**src/rtl/rxcru_consts.svh**
```systemverilog
// Purpose: offsets, field positions, reset values and write masks of the receive line registers
// Assumes: 8-bit register address, 16-bit register data
// Notes:   definitions only, included by the register bank and the loss-of-signal detector
`ifndef RXCRU_CONSTS_SVH
`define RXCRU_CONSTS_SVH

// register offsets
`define RXCRU_OFS_LOCK_SOURCE_STATUS     8'h23
`define RXCRU_OFS_QGEN      8'h30
`define RXCRU_OFS_QSYNTH    8'h31
`define RXCRU_OFS_QIRQEN    8'h33
`define RXCRU_OFS_QEVENT    8'h34

// training config/status fields
`define RXCRU_LOSCNT_HI     15
`define RXCRU_LOSCNT_LO     11
`define RXCRU_LOSEN_BIT     10
`define RXCRU_LLOOP_BIT     9
`define RXCRU_SDINV_BIT     8
`define RXCRU_RXINV_BIT     7
`define RXCRU_DUNLK_BIT     6
`define RXCRU_RUNLK_BIT     5
`define RXCRU_LOCK_SOURCE_STATUS_BIT     4
`define RXCRU_LOCK_SOURCE_STATUS_RST     16'h440F
`define RXCRU_LOCK_SOURCE_STATUS_WMASK   16'hFF8F

// quad general control fields
`define RXCRU_IREF_BIT      4
`define RXCRU_REFMODE_BIT   2
`define RXCRU_QDIS_BIT      0
`define RXCRU_QGEN_RST      16'h0030
`define RXCRU_QGEN_WMASK    16'h003F

// quad synthesizer control fields
`define RXCRU_SRSTN_BIT     0
`define RXCRU_QSYNTH_RST    16'h4A1F
`define RXCRU_QSYNTH_WMASK  16'hFFFF

// quad interrupt enable fields
`define RXCRU_MRDIS_BIT     4
`define RXCRU_SRDIS_BIT     3
`define RXCRU_SRLIVE_BIT    9
`define RXCRU_QIRQEN_RST    16'h0000
`define RXCRU_QIRQEN_WMASK  16'h001F

// event flag count (lock, slave runaway, master runaway) and loss-of-signal unit shift, 16 bits
`define RXCRU_EVT_COUNT     3
`define RXCRU_LOS_UNIT      4

`endif

```
**src/rtl/rxcru_pkg.sv**
```systemverilog
// Purpose: shared types of the receive line register bank
// Assumes: nothing beyond the consts header
// Notes:   types only; numbers live in rxcru_consts.svh
package rxcru_pkg;

    // recovery loop lock source
    typedef enum logic [0:0] {
        RXCRU_LOCK_REF  = 1'b0,  // training on reference clock
        RXCRU_LOCK_DATA = 1'b1   // tracking received data
    } rxcru_lock_state_t;

    // timing source of the receive FIFO output
    typedef enum logic [1:0] {
        RXCRU_FCLK_SYNTH = 2'b00,  // receive synthesizer clock
        RXCRU_FCLK_RECOV = 2'b01,  // recovered clock
        RXCRU_FCLK_TX    = 2'b10   // transmitter clock, line loopback
    } rxcru_fifo_clk_t;

endpackage

```
**src/rtl/rxcru_los_detect.sv**
```systemverilog
// Purpose: loss-of-signal detector on runs of identical received bits
// Assumes: one received bit per clock, signal detect already polarity corrected
// Notes:   run length saturates, so a dead line stays flagged indefinitely
`timescale 1ns/1ps
`default_nettype none
`include "rxcru_consts.svh"

module rxcru_los_detect #(
    parameter int CNT_W = 5   // width of the programmed run count
) (
    input  wire logic             clock,      // system clock
    input  wire logic             sys_rst,    // synchronous reset, high
    input  wire logic             dataBit,    // received bit after inversion
    input  wire logic             losEnable,  // transition detector on
    input  wire logic [CNT_W-1:0] losCount,   // run length in units of 16 bits
    input  wire logic             sigDetect,  // internal signal detect, high = present
    output logic                  losEvent    // loss-of-signal indication
);
    localparam int RUN_W = CNT_W + `RXCRU_LOS_UNIT + 1;

    // count scaled to bits, each unit is sixteen bits
    function automatic logic [RUN_W-1:0] runLimit(input logic [CNT_W-1:0] cnt);
        runLimit = {1'b0, cnt, {`RXCRU_LOS_UNIT{1'b0}}};
    endfunction

    logic             prevBit_r;   // last received bit
    logic [RUN_W-1:0] runLen_r;    // identical bits seen so far
    logic [RUN_W-1:0] runLen_nxt;  // next run length
    logic             runHit;      // run reached the programmed length

    // restart on a transition, saturate at the top
    assign runLen_nxt = (dataBit != prevBit_r) ? {{(RUN_W-1){1'b0}}, 1'b1} :
                        (&runLen_r) ? runLen_r : runLen_r + 1'b1;
    assign runHit     = losEnable && (runLen_r >= runLimit(losCount));

    // run counter cleared while the detector is off
    always_ff @(posedge clock) begin
        if (sys_rst) begin
            prevBit_r <= 1'b0;
            runLen_r  <= '0;
        end else if (losEnable) begin
            prevBit_r <= dataBit;
            runLen_r  <= runLen_nxt;
        end else begin
            prevBit_r <= dataBit;
            runLen_r  <= '0;
        end
    end

    // missing signal detect or a long run both mean loss
    always_ff @(posedge clock) begin
        if (sys_rst) begin
            losEvent <= 1'b0;
        end else begin
            losEvent <= !sigDetect || runHit;
        end
    end

endmodule
`default_nettype wire

```
**src/rtl/rxcru_event_flags.sv**
```systemverilog
// Purpose: sticky event flags with read-clear or write-one-clear
// Assumes: set pulses are single cycle edges found by the caller
// Notes:   a set in the clearing cycle always survives
`timescale 1ns/1ps
`default_nettype none

module rxcru_event_flags #(
    parameter int W = 3   // number of flags
) (
    input  wire logic         clock,     // system clock
    input  wire logic         sys_rst,   // synchronous reset, high
    input  wire logic [W-1:0] setPulse,  // fault entry pulses
    input  wire logic [W-1:0] w1cMask,   // bits written with one in w1c mode
    input  wire logic         rdClear,   // register read in read-clear mode
    output logic      [W-1:0] flags      // sticky flags
);
    logic [W-1:0] clrMask;    // bits to drop this cycle
    logic [W-1:0] flags_nxt;  // next flag value

    assign clrMask   = w1cMask | {W{rdClear}};
    assign flags_nxt = (flags & ~clrMask) | setPulse;  // set wins

    // flag storage
    always_ff @(posedge clock) begin
        if (sys_rst) begin
            flags <= '0;
        end else begin
            flags <= flags_nxt;
        end
    end

endmodule
`default_nettype wire

```
**src/rtl/rxcru_regs.sv**
```systemverilog
// Purpose: receive line clock-recovery and quad synthesizer control/status registers
// Assumes: 10 MHz clock, analog status inputs already synchronous, one serial bit per clock
// Notes:   analog loops sit outside; this bank configures them and reports their state
`timescale 1ns/1ps
`default_nettype none
`include "rxcru_consts.svh"

module rxcru_regs
    import rxcru_pkg::*;
(
    input  wire logic        clock,                // system clock, 10 MHz
    input  wire logic        sys_rst,              // synchronous reset, high
    input  wire logic [7:0]  regAddr,              // register address
    input  wire logic [15:0] regWrData,            // write data
    input  wire logic        regWrEn,              // write strobe
    input  wire logic        regRdEn,              // read strobe
    output logic      [15:0] regRdData,            // read data, cycle after strobe
    input  wire logic        serialRxPair,         // received serial bit
    input  wire logic        signalDetectInput,    // optical signal detect pin
    input  wire logic        refLockedIn,          // recovery loop locked to reference
    input  wire logic        freqInRangeIn,        // recovered clock within tolerance
    input  wire logic        fifoClockSelect,      // one = recovered clock for FIFO unless line loopback is on
    input  wire logic        quadModePin,          // quad-rate mode strap
    input  wire logic        synthLockedIn,        // synthesizer slave loop locked
    input  wire logic        slaveRunawayIn,       // slave loop runaway from analog
    input  wire logic        masterRunawayIn,      // master loop runaway from analog
    input  wire logic        writeOneClearMode,    // event clearing by writing one
    output logic             rxDataOut,            // polarity corrected data
    output logic             cruTrainHold,         // force recovery onto reference
    output logic             lockSourceStatus,     // one = tracking data
    output logic             losEventOut,          // loss-of-signal event
    output rxcru_fifo_clk_t  fifoTimingSrc,        // FIFO output timing source
    output logic             quadBlockRun,         // quad analog block active
    output logic             refModeSel,           // reference mode select
    output logic             refCurrentSelect,     // reference current control
    output logic             synthResetN,          // synthesizer reset, low active
    output logic             slaveRunawayDetectEn, // slave runaway detector on
    output logic             masterRunawayDetectEn,// master runaway detector on
    output logic             irqOut                // synthesizer interrupt
);

    // writable register images
    logic [15:0] trainReg_r;       // training config, status bits unused here
    logic [15:0] qGenReg_r;        // quad general control
    logic [15:0] qSynthReg_r;      // quad synthesizer control
    logic [15:0] qIrqEnReg_r;      // quad interrupt enables
    rxcru_lock_state_t lockState_r;   // lock source state
    rxcru_lock_state_t lockState_nxt; // next lock source

    // live inputs delayed for edge detection
    logic synthLockedPrev_r;       // lock state last cycle
    logic slaveLivePrev_r;         // gated slave runaway last cycle
    logic masterLivePrev_r;        // gated master runaway last cycle

    // decoded strobes
    wire wrTrain  = regWrEn && (regAddr == `RXCRU_OFS_LOCK_SOURCE_STATUS);
    wire wrQGen   = regWrEn && (regAddr == `RXCRU_OFS_QGEN);
    wire wrQSynth = regWrEn && (regAddr == `RXCRU_OFS_QSYNTH);
    wire wrQIrqEn = regWrEn && (regAddr == `RXCRU_OFS_QIRQEN);
    wire wrQEvent = regWrEn && (regAddr == `RXCRU_OFS_QEVENT);
    wire rdQEvent = regRdEn && (regAddr == `RXCRU_OFS_QEVENT);

    // named control fields
    wire [4:0] losCount     = trainReg_r[`RXCRU_LOSCNT_HI:`RXCRU_LOSCNT_LO];
    wire       losEnable    = trainReg_r[`RXCRU_LOSEN_BIT];
    wire       lineLoopback = trainReg_r[`RXCRU_LLOOP_BIT];
    wire       sigdetInvert = trainReg_r[`RXCRU_SDINV_BIT];
    wire       rxInvert     = trainReg_r[`RXCRU_RXINV_BIT];
    wire       quadDisable  = qGenReg_r[`RXCRU_QDIS_BIT];
    wire       slaveDetOff  = qIrqEnReg_r[`RXCRU_SRDIS_BIT];
    wire       masterDetOff = qIrqEnReg_r[`RXCRU_MRDIS_BIT];

    // polarity corrected line signals
    wire rxBitFixed = serialRxPair ^ rxInvert;
    wire sigDetInt  = signalDetectInput ^ sigdetInvert;

    // live status, a disabled detector reports no runaway
    wire slaveLive  = slaveRunawayIn && !slaveDetOff;
    wire masterLive = masterRunawayIn && !masterDetOff;
    wire refUnlocked  = !refLockedIn;
    wire dataUnlocked = !freqInRangeIn || losEventOut;

    // event entry pulses: lock lost, slave runaway, master runaway
    wire [2:0] evtSet = {masterLive && !masterLivePrev_r,
                         slaveLive && !slaveLivePrev_r,
                         synthLockedPrev_r && !synthLockedIn};
    wire [2:0] evtW1c = (wrQEvent && writeOneClearMode) ? regWrData[2:0] : 3'h0;
    wire       evtRdClr = rdQEvent && !writeOneClearMode;
    logic [2:0] evtFlags;          // sticky synthesizer events

    // merge written value with fixed bits through the write mask
    function automatic logic [15:0] maskWrite(input logic [15:0] old, input logic [15:0] data,
                                              input logic [15:0] wmask);
        maskWrite = (old & ~wmask) | (data & wmask);
    endfunction

    // loss-of-signal detector
    rxcru_los_detect #(
        .CNT_W (5)
    ) u_los (
        .clock     (clock),
        .sys_rst   (sys_rst),
        .dataBit   (rxBitFixed),
        .losEnable (losEnable),
        .losCount  (losCount),
        .sigDetect (sigDetInt),
        .losEvent  (losEventOut)
    );

    // synthesizer event flags
    rxcru_event_flags #(
        .W (`RXCRU_EVT_COUNT)
    ) u_evt (
        .clock    (clock),
        .sys_rst  (sys_rst),
        .setPulse (evtSet),
        .w1cMask  (evtW1c),
        .rdClear  (evtRdClr),
        .flags    (evtFlags)
    );

    // lock source: leave data on loss or frequency error; a lost detect acts through
    // the loss event, so the status follows the loop back onto reference a cycle later
    always_comb begin
        lockState_nxt = lockState_r;
        unique case (lockState_r)
            RXCRU_LOCK_REF: begin
                if (refLockedIn && freqInRangeIn && !losEventOut) begin
                    lockState_nxt = RXCRU_LOCK_DATA;
                end
            end
            RXCRU_LOCK_DATA: begin
                if (losEventOut || !freqInRangeIn) begin
                    lockState_nxt = RXCRU_LOCK_REF;
                end
            end
        endcase
    end

    // register writes; status bits are masked out
    always_ff @(posedge clock) begin
        if (sys_rst) begin
            trainReg_r  <= `RXCRU_LOCK_SOURCE_STATUS_RST;
            qGenReg_r   <= `RXCRU_QGEN_RST;
            qSynthReg_r <= `RXCRU_QSYNTH_RST;
            qIrqEnReg_r <= `RXCRU_QIRQEN_RST;
        end else begin
            if (wrTrain) trainReg_r <= maskWrite(trainReg_r, regWrData, `RXCRU_LOCK_SOURCE_STATUS_WMASK);
            if (wrQGen) qGenReg_r <= maskWrite(qGenReg_r, regWrData, `RXCRU_QGEN_WMASK);
            if (wrQSynth) qSynthReg_r <= maskWrite(qSynthReg_r, regWrData, `RXCRU_QSYNTH_WMASK);
            if (wrQIrqEn) qIrqEnReg_r <= maskWrite(qIrqEnReg_r, regWrData, `RXCRU_QIRQEN_WMASK);
        end
    end

    // state and edge history
    always_ff @(posedge clock) begin
        if (sys_rst) begin
            lockState_r       <= RXCRU_LOCK_REF;
            synthLockedPrev_r <= 1'b0;
            slaveLivePrev_r   <= 1'b0;
            masterLivePrev_r  <= 1'b0;
        end else begin
            lockState_r       <= lockState_nxt;
            synthLockedPrev_r <= synthLockedIn;
            slaveLivePrev_r   <= slaveLive;
            masterLivePrev_r  <= masterLive;
        end
    end

    // read mux, unmapped addresses read zero
    wire [15:0] trainRead = {trainReg_r[15:7], dataUnlocked, refUnlocked,
                             lockState_r == RXCRU_LOCK_DATA, trainReg_r[3:0]};
    wire [15:0] qIrqRead  = {6'h00, slaveLive, 4'h0, qIrqEnReg_r[4:0]};
    wire [15:0] rdMux = !regRdEn ? 16'h0000 :
                        (regAddr == `RXCRU_OFS_LOCK_SOURCE_STATUS)  ? trainRead :
                        (regAddr == `RXCRU_OFS_QGEN)   ? qGenReg_r :
                        (regAddr == `RXCRU_OFS_QSYNTH) ? qSynthReg_r :
                        (regAddr == `RXCRU_OFS_QIRQEN) ? qIrqRead :
                        (regAddr == `RXCRU_OFS_QEVENT) ? {13'h0000, evtFlags} : 16'h0000;

    // fifo timing: transmitter in loopback, else selected receive clock
    wire rxcru_fifo_clk_t fifoSel = lineLoopback ? RXCRU_FCLK_TX :
                                    fifoClockSelect ? RXCRU_FCLK_RECOV : RXCRU_FCLK_SYNTH;

    // registered outputs, all one cycle behind their sources
    always_ff @(posedge clock) begin
        if (sys_rst) begin
            regRdData             <= 16'h0000;
            rxDataOut             <= 1'b0;
            cruTrainHold          <= 1'b1;
            lockSourceStatus      <= 1'b0;
            fifoTimingSrc         <= RXCRU_FCLK_SYNTH;
            quadBlockRun          <= 1'b0;
            refModeSel            <= 1'b0;
            refCurrentSelect      <= 1'b1;
            synthResetN           <= 1'b1;
            slaveRunawayDetectEn  <= 1'b1;
            masterRunawayDetectEn <= 1'b1;
            irqOut                <= 1'b0;
        end else begin
            regRdData             <= rdMux;
            rxDataOut             <= rxBitFixed;
            cruTrainHold          <= !sigDetInt || (lockState_r == RXCRU_LOCK_REF);
            lockSourceStatus      <= lockState_r == RXCRU_LOCK_DATA;
            fifoTimingSrc         <= fifoSel;
            quadBlockRun          <= !quadDisable && quadModePin;
            refModeSel            <= qGenReg_r[`RXCRU_REFMODE_BIT];
            refCurrentSelect      <= qGenReg_r[`RXCRU_IREF_BIT];
            synthResetN           <= qSynthReg_r[`RXCRU_SRSTN_BIT];
            slaveRunawayDetectEn  <= !slaveDetOff;
            masterRunawayDetectEn <= !masterDetOff;
            irqOut                <= |(evtFlags & qIrqEnReg_r[2:0]);
        end
    end
endmodule
`default_nettype wire

```
**config.mk**
```make
export PLATFORM = sky130hd
export DESIGN_NAME = rxcru_regs
export DESIGN_NICKNAME = d
export VERILOG_FILES = /design/src/rtl/rxcru_pkg.sv /design/src/rtl/rxcru_los_detect.sv /design/src/rtl/rxcru_event_flags.sv /design/src/rtl/rxcru_regs.sv
export VERILOG_INCLUDE_DIRS = /design/src /design/src/rtl
export SDC_FILE = /design/constraint.sdc
export NUM_CORES = 1
export LEC_CHECK = 0
export ABC_AREA = 1
export BUFFER_PORTS_ARGS = -buffer_cell sky130_fd_sc_hd__buf_2
export CAP_MARGIN = 10
export CORE_UTILIZATION = 41
export CTS_CLUSTER_DIAMETER = 150
export DETAILED_ROUTE_END_ITERATION = 10
export GPL_TIMING_DRIVEN = 0
export SETUP_SLACK_MARGIN = 0.15
export SYNTH_ARGS = -nofsm -noshare
export SYNTH_HDL_FRONTEND = slang
export SYNTH_SLANG_ARGS = --single-unit
```
**constraint.sdc**
```tcl
create_clock -name clock -period 1.6 [get_ports clock]
set_clock_uncertainty 0.2 [all_clocks]
set_input_delay 0.08 -clock clock [delete_from_list [all_inputs] [get_ports clock]]
set_output_delay 0.08 -clock clock [all_outputs]
set_load 0.02 [all_outputs]
```
==> metrics.txt, run 1 <==
status finished, violations left; failing checks negative hold slack; routability cong. 0.839; syn_nets 529; Worst Path Arrival 1.56 ns; peak supply drop 501 µV; unrepaired setup endpoints after global routing true; diode count 0; endpoints failing setup 0; CP max-delay cell dfxtp_4; DR iter-0 viols 236; final hold violations 2; Seq/Total Area, Yosys 47.8%; Core Area 8340 µm²; Sum Neg Setup Slack 0 ns; Die Y 95.7 µm; Final #Nets 640; Final period util 92.6%; Synth async-reset ratio 0%; relative slew slack 53.5%; Clock transition at path regs 0.09 ns; part of the power in registers 53.1%; Via Count 3,517; routed len/inst 14.1 µm; die width 95.7 µm; clock buffer depth 2; Port Buffers 65; # fillers 798; row count 33; gr usage total 23.1%; area growth from synthesis to layout 33.7%; kind of critical path reg2reg; die area 9160 µm²; Pre-antenna DRT Iters 5; clk_lat worst skew 0.36 ns; crit path buf inv count 1; most frequent cells after synthesis nand2_1 (122), dfxtp_1 (86), nor2_1 (63); fmax 0.675 GHz; DP Area 4060 µm²; post-synth top area cell dfxtp_1; Mapped Cells 484; power per cell area 850 nW/µm²; Hold Path Class in2reg; Crit path required time 1.68 ns; ys flop type dfxtp_1; CTS Buf Count 9; Yosys top cell area share 47.8%; Sink Count 86; fin area 4820 µm²; HPWL after DPL 6630 µm; Switch Pwr 1020 µW; ranking of synthesized cells by area dfxtp_1 (48%), nand2_1 (13%), nor2_1 (6.6%), nand3_1 (6.0%), inv_1 (5.1%); internal power 3070 µW; CTS tree done; Vias per Instance 4.99; CP Max Fanout 5; number of max-cap violations 0; Routed Antenna Nets 0; H-tree depth 3; first-pass GRT wire length 16,000 µm; Tmin final 1.48 ns; I/O pin count 67; share of cells above drive strength 1 26.3%; Yosys warning total 0; Setup crit start kind register; Yosys cell types 28; switching share of power 25.0%; Top delay family on crit path simple AND/OR/NAND/NOR gates; vias in the first global route 3,262; Yosys reg bits 86; Residual DRC 0; CTS Root Cell clkbuf_8; Max Transition Viols Final 0; synthesized area 3600 µm²; CP max stage delay 0.38 ns; average size of a mapped cell 7.44 µm²; Clock power frac 39.4%; antenna violations before repair 0; leakage 0.00224 µW; Post-synth EDFFs 0; Worst setup EP type register; worst hold slack -0.0136 ns; total grt overflow 0; largest net degree at the start of global routing 16; Combinational Power Share 7.5%; Starting Density 43.2%; Slew @ Worst Pin 0.697 ns; Cell Chain, Critical Path ha_4 > inv_1 > nor2_4 > nand3_4 > nand2_2 > nand2_1 > a21oi_1; count leader, synth nand2_1; Detailed Route WL 9950 µm
[worst paths after layout]
kind                                       start                         endpoint  slack [ns]  cells past startpoint
setup / recovery  u_los.runLen_r[0]$_SDFFE_PP0P_   u_los.runLen_r[0]$_SDFFE_PP0P_        0.12                      7
hold / removal                           sys_rst          regRdData[4]$_SDFF_PP0_       -0.01                      6
setup reg to reg  u_los.runLen_r[0]$_SDFFE_PP0P_   u_los.runLen_r[0]$_SDFFE_PP0P_        0.12                      7
hold reg to reg      qIrqEnReg_r[3]$_SDFFE_PP0P_  slaveRunawayDetectEn$_SDFF_PP1_        0.22                      1
[cells by family (layout without fill, tap and decap cells)]
family,Yosys count,after routing,synth area share (%)
buffers and inverters,66,181,7.99
XOR/XNOR,5,5,1.22
AO/OA/AOI/OAI,61,61,8.79
flip-flops,86,86,47.8
AND/OR/NAND/NOR,259,260,31.8
adder cells (fa/ha/maj),7,7,2.43
[per-layer routing]
| metal | vias up | track usage, % | share of wire (%) |
|---|---|---|---|
| li1 | 1766 | - | - |
| met1 | 1613 | 32.2 | 47 |
| met2 | 121 | 36.3 | 46 |
| met3 | 17 | 3.24 | 5.6 |
| met4 | 0 | 8.21 | 1.6 |
| met5 | - | 0 | 0 |
[repair_timing]
action | CTS | global route
pin swaps | 6 | 13
resized for setup | 35 | 26
setup buffers | 0 | 2
hold buffers | 32 | 0
cloned | 0 | 1
setup endpoints to repair | 11 | 12
endpoints found under the hold margin | 57 | 0
[cell type report]
class,instances,area (µm²),share of cell area [%]
multi-input combinational,333,1770,36.7
inverter,54,205,4.26
clock buffer,10,138,2.86
buffer,12,85.1,1.77
sequential,86,1750,36.4
timing repair buffer,99,664,13.8
clock inverter,6,68.8,1.43
tap,105,131,2.73
[tightest hold or removal path: cells and delay by family]
| family | cells | cell delay, ns |
|---|---|---|
| AO/OA/AOI/OAI | 1 | 0.07 |
| buffers and inverters | 2 | 0.17 |
| AND/OR/NAND/NOR | 3 | 0.18 |
[registers in the layout, indices dropped and copies added, names as in the netlist, 2 cells and up]
register / count
qIrqEnReg_r: 5
u_los.runLen_r: 10
trainReg_r: 13
u_evt.flags: 3
fifoTimingSrc: 2
qSynthReg_r: 16
regRdData: 16
qGenReg_r: 6
[layout by cell type (no fill, tap or decap), types with 3 or more instances in the layout]
cell | Yosys | routed
dfxtp_4 | 0 | 6
o21ai_0 | 29 | 27
nand4_1 | 8 | 8
nor2_4 | 5 | 10
nand2_2 | 4 | 9
dlygate4sd3_1 | 0 | 32
buf_4 | 2 | 3
buf_6 | 4 | 5
nor2_2 | 3 | 4
ha_4 | 0 | 5
nor3_1 | 5 | 3
buf_2 | 2 | 67
inv_1 | 49 | 43
dfxtp_1 | 86 | 72
dfxtp_2 | 0 | 8
clkbuf_8 | 0 | 10
nand2_1 | 122 | 116
nor2_1 | 63 | 57
inv_2 | 4 | 9
nand2_4 | 3 | 4
nand3_2 | 2 | 3
a21oi_1 | 28 | 27
nand3_1 | 43 | 42
[stage by stage]
step / worst slack, ns / hold slack (ns) / utilization, % / std cells / power (µW)
6_report: 0.119 / -0.0136 / 57.7 / 705 / 4090
4_1_cts: 0.148 / 0.00560 / 56.3 / 702 / 4120
3_3_place_gp: -0.209 / 0.0995 / 48.7 / 654 / 2460
2_1_floorplan: 0.158 / -0.0509 / - / 484 / 2340
3_5_place_dp: -0.147 / 0.105 / 48.7 / 654 / 2460
5_1_grt: 0.00697 / 0.00644 / 57.7 / 705 / 4260
[power groups by stage]
stage	combinational (µW)	clock [µW]	sequential [µW]
6_report	308	1610	2170
5_1_grt	338	1750	2180
4_1_cts	296	1640	2180
3_5_place_dp	229	0	2230
3_3_place_gp	228	0	2230
2_1_floorplan	108	0	2240
Note: power is estimated with default switching activity, not from simulation.
==> run 2, diff against run 1 <==
--- a/config.mk
+++ b/config.mk
@@ -16,2 +16,3 @@
 export SETUP_SLACK_MARGIN = 0.15
+export SLEW_MARGIN = 10
 export SYNTH_ARGS = -nofsm -noshare
--- a/constraint.sdc
+++ b/constraint.sdc
@@ -4,2 +4,2 @@
 set_output_delay 0.08 -clock clock [all_outputs]
-set_load 0.02 [all_outputs]
+set_load 0.1 [all_outputs]
==> metrics.txt, run 2 (synthesis results as in run 1) <==
status finished, violations left; failing checks negative hold slack; relative slew slack 56.5% (+3.0 points); Combinational Power Share 7.9% (+0.4 points); Max Used Layer met4; Clock transition at path regs 0.09 ns (about the same); antenna violations before repair 0 (unchanged); met2 WL 4420 µm (-2.7%); most common cell after layout, fill and taps aside nand2_1; unrepaired setup endpoints after global routing true; Final period util 89.5% (-3.1 points); number of max-cap violations 0 (unchanged); clk_lat worst skew 0.36 ns (about the same); Routed Antenna Nets 0 (unchanged); CP Max Fanout 2 (-3); gr usage total 22.7% (-0.37 points); CTS Root Cell clkbuf_8; wire length on met3 467 µm (-16%); placed cells 654 (unchanged); Max Transition Viols Final 0 (unchanged); Worst Path Arrival 1.54 ns (-0.02 ns); Detailed Route WL 9880 µm (-0.65%); leakage 0.00230 µW (+2.4%); switching share of power 23.9% (-1.1 points); Via Count 3,510 (-0.20%); Clock power frac 43.2% (+3.8 points); CTS tree done; met1 WL 4860 µm (+3.4%); die area 9160 µm² (unchanged); routability cong. 0.842 (+0.31%); internal power 3390 µW (+10%); die width 95.7 µm (unchanged); Slew @ Worst Pin 0.653 ns (-0.0445 ns); Switch Pwr 1060 µW (+3.9%); Crit path required time 1.70 ns (+0.02 ns); endpoints failing setup 0 (unchanged); Die Y 95.7 µm (unchanged); fmax 0.699 GHz (+3.4%); final hold violations 1 (-1); clock buffer depth 2 (unchanged); Tmin final 1.43 ns (-0.0493 ns); area growth from synthesis to layout 37.3%; H-tree depth 3 (unchanged); Residual DRC 0 (unchanged); peak supply drop 510 µV (+1.9%); final std cells w/o fill 714 (+1.3%); Port Buffers 65 (unchanged); share of cells above drive strength 1 27.1% (+0.76 points); total grt overflow 0 (unchanged); vias in the first global route 3,207 (-1.7%); Starting Density 43.2% (unchanged); Hold Path Class in2reg; Core Area 8340 µm² (unchanged); CTS Buf Count 9 (unchanged); HPWL after DPL 6510 µm (-1.8%); Sink Count 86 (unchanged); largest net degree at the start of global routing 16 (unchanged); Pre-antenna DRT Iters 5 (unchanged); kind of critical path reg2reg; Final #Nets 649 (+1.4%); DR iter-0 viols 230 (-2.5%); part of the power in registers 48.8% (-4.3 points); Top Registers qSynthReg_r: 16 flops, regRdData: 16 flops, trainReg_r: 13 flops; most frequent cells in the layout nand2_1 (118), dfxtp_1 (71), buf_2 (67); reg2reg setup slack 0.17 ns (+0.05 ns); row count 33 (unchanged); Vias per Instance 4.92 (-1.5%); power per cell area 901 nW/µm² (+6.0%); I/O pin count 67 (unchanged); routed len/inst 13.8 µm (-1.9%); Setup crit start kind register; # fillers 753 (-5.6%); worst hold slack -0.0188 ns (-0.00524 ns); first-pass GRT wire length 15,600 µm (-2.1%); diode count 0 (unchanged); Sum Neg Setup Slack 0 ns (unchanged); Worst setup EP type register
run 2: critical path, stage by stage, from the launching register on:
cell and delay (ns):
dfxtp_2 0.35, inv_2 0.05, ha_4 0.25, inv_2 0.04
nor2_1 0.12, nand4_1 0.12, nand4_1 0.11, nand2_2 0.07
nand2_1 0.07
run 2: what timing repair did:
action,4_1_cts,5_1_grt
resized for setup,37,22
pin swaps,8,11
hold endpoints to repair,56,3
hold buffers,32,4
setup buffers,2,7
cloned,0,0
endpoints found under the setup margin,11,22
run 2: metal layers:
metal | GRT usage [%] | vias to the layer above
li1 | - | 1789
met5 | 0 | -
met1 | 31.5 | 1615
met4 | 7.34 | 0
met3 | 3.79 | 13
met2 | 35.8 | 93
run 2: final timing paths:
path	startpoint	endpoint	depth (start not counted)
min	sys_rst	regRdData[1]$_SDFF_PP0_	4
max	trainReg_r[15]$_SDFFE_PP0P_	u_los.losEvent$_SDFF_PP0_	8
min reg2reg	qIrqEnReg_r[3]$_SDFFE_PP0P_	slaveRunawayDetectEn$_SDFF_PP1_	1
max reg2reg	trainReg_r[15]$_SDFFE_PP0P_	u_los.losEvent$_SDFF_PP0_	8
run 2: layout make-up:
| type | count | area (µm²) | area share (%) |
|---|---|---|---|
| clock buffers | 10 | 138 | 2.78 |
| flip-flops and latches | 86 | 1750 | 35.5 |
| multi-input cells | 332 | 1770 | 35.7 |
| plain buffers | 12 | 85.1 | 1.72 |
| repair buffers | 109 | 751 | 15.2 |
| inverters | 54 | 205 | 4.15 |
| clock inverters | 6 | 116 | 2.35 |
| well taps | 105 | 131 | 2.66 |
run 2: power groups by stage:
stage,Clock [µW],Combinational [µW],Sequential [µW]
finish,1930,354,2170
global route,2050,386,2180
CTS,1940,339,2180
detailed placement,0,273,2230
global placement,0,271,2230
floorplan,0,108,2280
run 2: metrics by stage:
step	cell area (µm²)	total power, µW	util, %	setup WS (ns)	hold WS, ns
floorplan	3610	2390	-	0.158	-0.0509
global placement	4060	2500	48.7	-0.216	0.0993
detailed placement	4060	2500	48.7	-0.226	0.104
CTS	4790	4460	57.4	0.150	0.000334
global route	4940	4610	59.3	0.0799	0.00356
finish	4940	4460	59.3	0.169	-0.0188
==> run 3, diff against run 2 <==
Settings changed: CORE_UTILIZATION 41 to 40.
==> metrics.txt, run 3 (synthesis results as in run 1) <==
status finished, violations left; failing checks negative hold slack; Detailed Route WL 10,000 µm (+1.6%); antenna violations before repair 0 (unchanged); CTS Root Cell clkbuf_8; Die Y 96.9 µm (+1.2%); Sink Count 86 (unchanged); most frequent cells in the layout nand2_1 (116), dfxtp_1 (70), buf_2 (67); # fillers 839 (+11%); Setup crit start kind register; I/O pin count 67 (unchanged); cells on worst reg2reg path 6 (-2); row count 34 (+3.0%); Slew @ Worst Pin 0.660 ns (+0.00703 ns); R2R Path End u_los.runLen_r[1]$_SDFFE_PP0P_; internal power 3220 µW (-5.0%); die width 96.9 µm (+1.2%); DP Area 4070 µm² (about the same); Core Area 8720 µm² (+4.6%); share of cells above drive strength 1 27.1% (about the same); Tmin final 1.41 ns (-0.0174 ns); worst hold slack -0.00629 ns (+0.0125 ns); Cell Chain, Critical Path buf_2; Via Count 3,521 (+0.31%); CP max stage delay 0.43 ns (+0.08 ns); Top delay family on crit path buffers and inverters; Final #Nets 643 (-0.92%); endpoints failing setup 0 (unchanged); diode count 0 (unchanged); part of the power in registers 51.4% (+2.6 points); DR iter-0 viols 171 (-26%); fin area 4870 µm² (-1.5%); most common cell after layout, fill and taps aside nand2_1; Worst setup EP type primary output; fmax 0.707 GHz (+1.2%); unrepaired setup endpoints after global routing true; RR Startpoint u_los.runLen_r[0]$_SDFFE_PP0P_; gr usage total 22.4% (-0.27 points); Port Buffers 65 (unchanged); Residual DRC 0 (unchanged); H-tree depth 3 (unchanged); Max Transition Viols Final 0 (unchanged); routability cong. 0.841 (about the same); final hold violations 1 (unchanged); die area 9390 µm² (+2.4%); Crit path required time 1.32 ns (-0.38 ns); Pre-antenna DRT Iters 4 (-1); peak supply drop 395 µV (-23%); kind of critical path reg2out; Final period util 88.4% (-1.1 points); vias in the first global route 3,436 (+7.1%); largest net degree at the start of global routing 15 (-1); first-pass GRT wire length 16,700 µm (+6.8%); area growth from synthesis to layout 35.2%; total grt overflow 0 (unchanged); crit path buf inv count 1 (-1); HPWL after DPL 6670 µm (+2.5%); Sum Neg Setup Slack 0 ns (unchanged); Routed Antenna Nets 0 (unchanged); switching share of power 24.0% (+0.15 points); Top Registers qSynthReg_r: 16 flops, regRdData: 16 flops, trainReg_r: 13 flops; Worst Path Arrival 1.13 ns (-0.41 ns); Starting Density 41.3% (-1.9 points); crit path capture rxDataOut; relative slew slack 56.0% (-0.47 points); power per cell area 871 nW/µm² (-3.4%); reg2reg setup slack 0.19 ns (+0.02 ns); Hold Path Class in2reg; Clock transition at path regs 0.08 ns (about the same); clock buffer depth 2 (unchanged); CTS tree done; Vias per Instance 4.96 (+0.88%); number of max-cap violations 0 (unchanged); Clock power frac 40.0% (-3.2 points); Worst path depth 1 (-7); CTS Buf Count 9 (unchanged); CP max-delay cell buf_2; routed len/inst 14.1 µm (+2.2%); clk_lat worst skew 0.36 ns (about the same); Combinational Power Share 8.6% (+0.7 points); Switch Pwr 1020 µW (-4.3%); leakage 0.00224 µW (-2.4%); Worst Setup SP u_los.prevBit_r$_SDFF_PP0_; CP Max Fanout 2 (unchanged)
[run 3: final cells by class]
type                       count  area, µm²  share of cell area, %
timing repair buffer         102        691                   14.2
sequential                    86       1750                   35.9
inverter                      54        205                   4.21
tap                          108        135                   2.77
clock buffer                  10        138                   2.83
clock inverter                 5       83.8                   1.72
buffer                        12       85.1                   1.75
multi-input combinational    333       1780                   36.6
[run 3: how the worst min path moves through the flow]
stage                     from                          end  slack [ns]  cells after the start
2_1_floorplan          sys_rst  qIrqEnReg_r[0]$_SDFFE_PP0P_       -0.05                      1
3_3_place_gp       quadModePin      quadBlockRun$_SDFF_PP0_        0.10                      3
3_5_place_dp   fifoClockSelect  fifoTimingSrc[0]$_SDFF_PP0_        0.11                      3
4_1_cts             regAddr[6]  qIrqEnReg_r[2]$_SDFFE_PP0P_      -0.002                      6
5_1_grt             regAddr[6]  qIrqEnReg_r[0]$_SDFFE_PP0P_        0.04                      6
6_report               sys_rst      regRdData[1]$_SDFF_PP0_      -0.006                      4
[run 3: per-stage QoR]
stage / setup WS [ns] / utilization, % / power, µW / instances
5_1_grt: 0.0601 / 55.8 / 4400 / 710
6_report: 0.186 / 55.8 / 4240 / 710
4_1_cts: 0.153 / 54.1 / 4260 / 705
2_1_floorplan: 0.158 / - / 2390 / 484
3_5_place_dp: -0.196 / 46.6 / 2500 / 657
3_3_place_gp: -0.134 / 46.6 / 2500 / 657
[run 3: worst min-delay path, cell delays in order]
cell     delay [ns]
buf_2          0.16
nor2_2         0.11
o21ai_0        0.09
nor2_1         0.06
[run 3: what timing repair did]
action / CTS / global route
hold buffers: 31 / 5
cloned: 0 / 1
gates resized for setup: 31 / 28
buffers inserted: 2 / 0
hold endpoints to repair: 57 / 2
pin swaps: 7 / 8
setup endpoints to repair: 11 / 21
[run 3: routing by layer]
metal	vias up	part of all wire [%]	global-route usage, %
met2	93	46	36.4
li1	1769	-	-
met1	1639	46	29.3
met4	0	2.5	10.6
met3	20	4.9	3.18
met5	-	0	0
[run 3: power by group through the flow]
stage / registers, µW / clock network, µW / logic (µW)
detailed placement: 2230 / 0 / 273
global route: 2180 / 1820 / 395
CTS: 2180 / 1740 / 341
finish: 2180 / 1700 / 364
global placement: 2230 / 0 / 271
floorplan: 2280 / 0 / 108
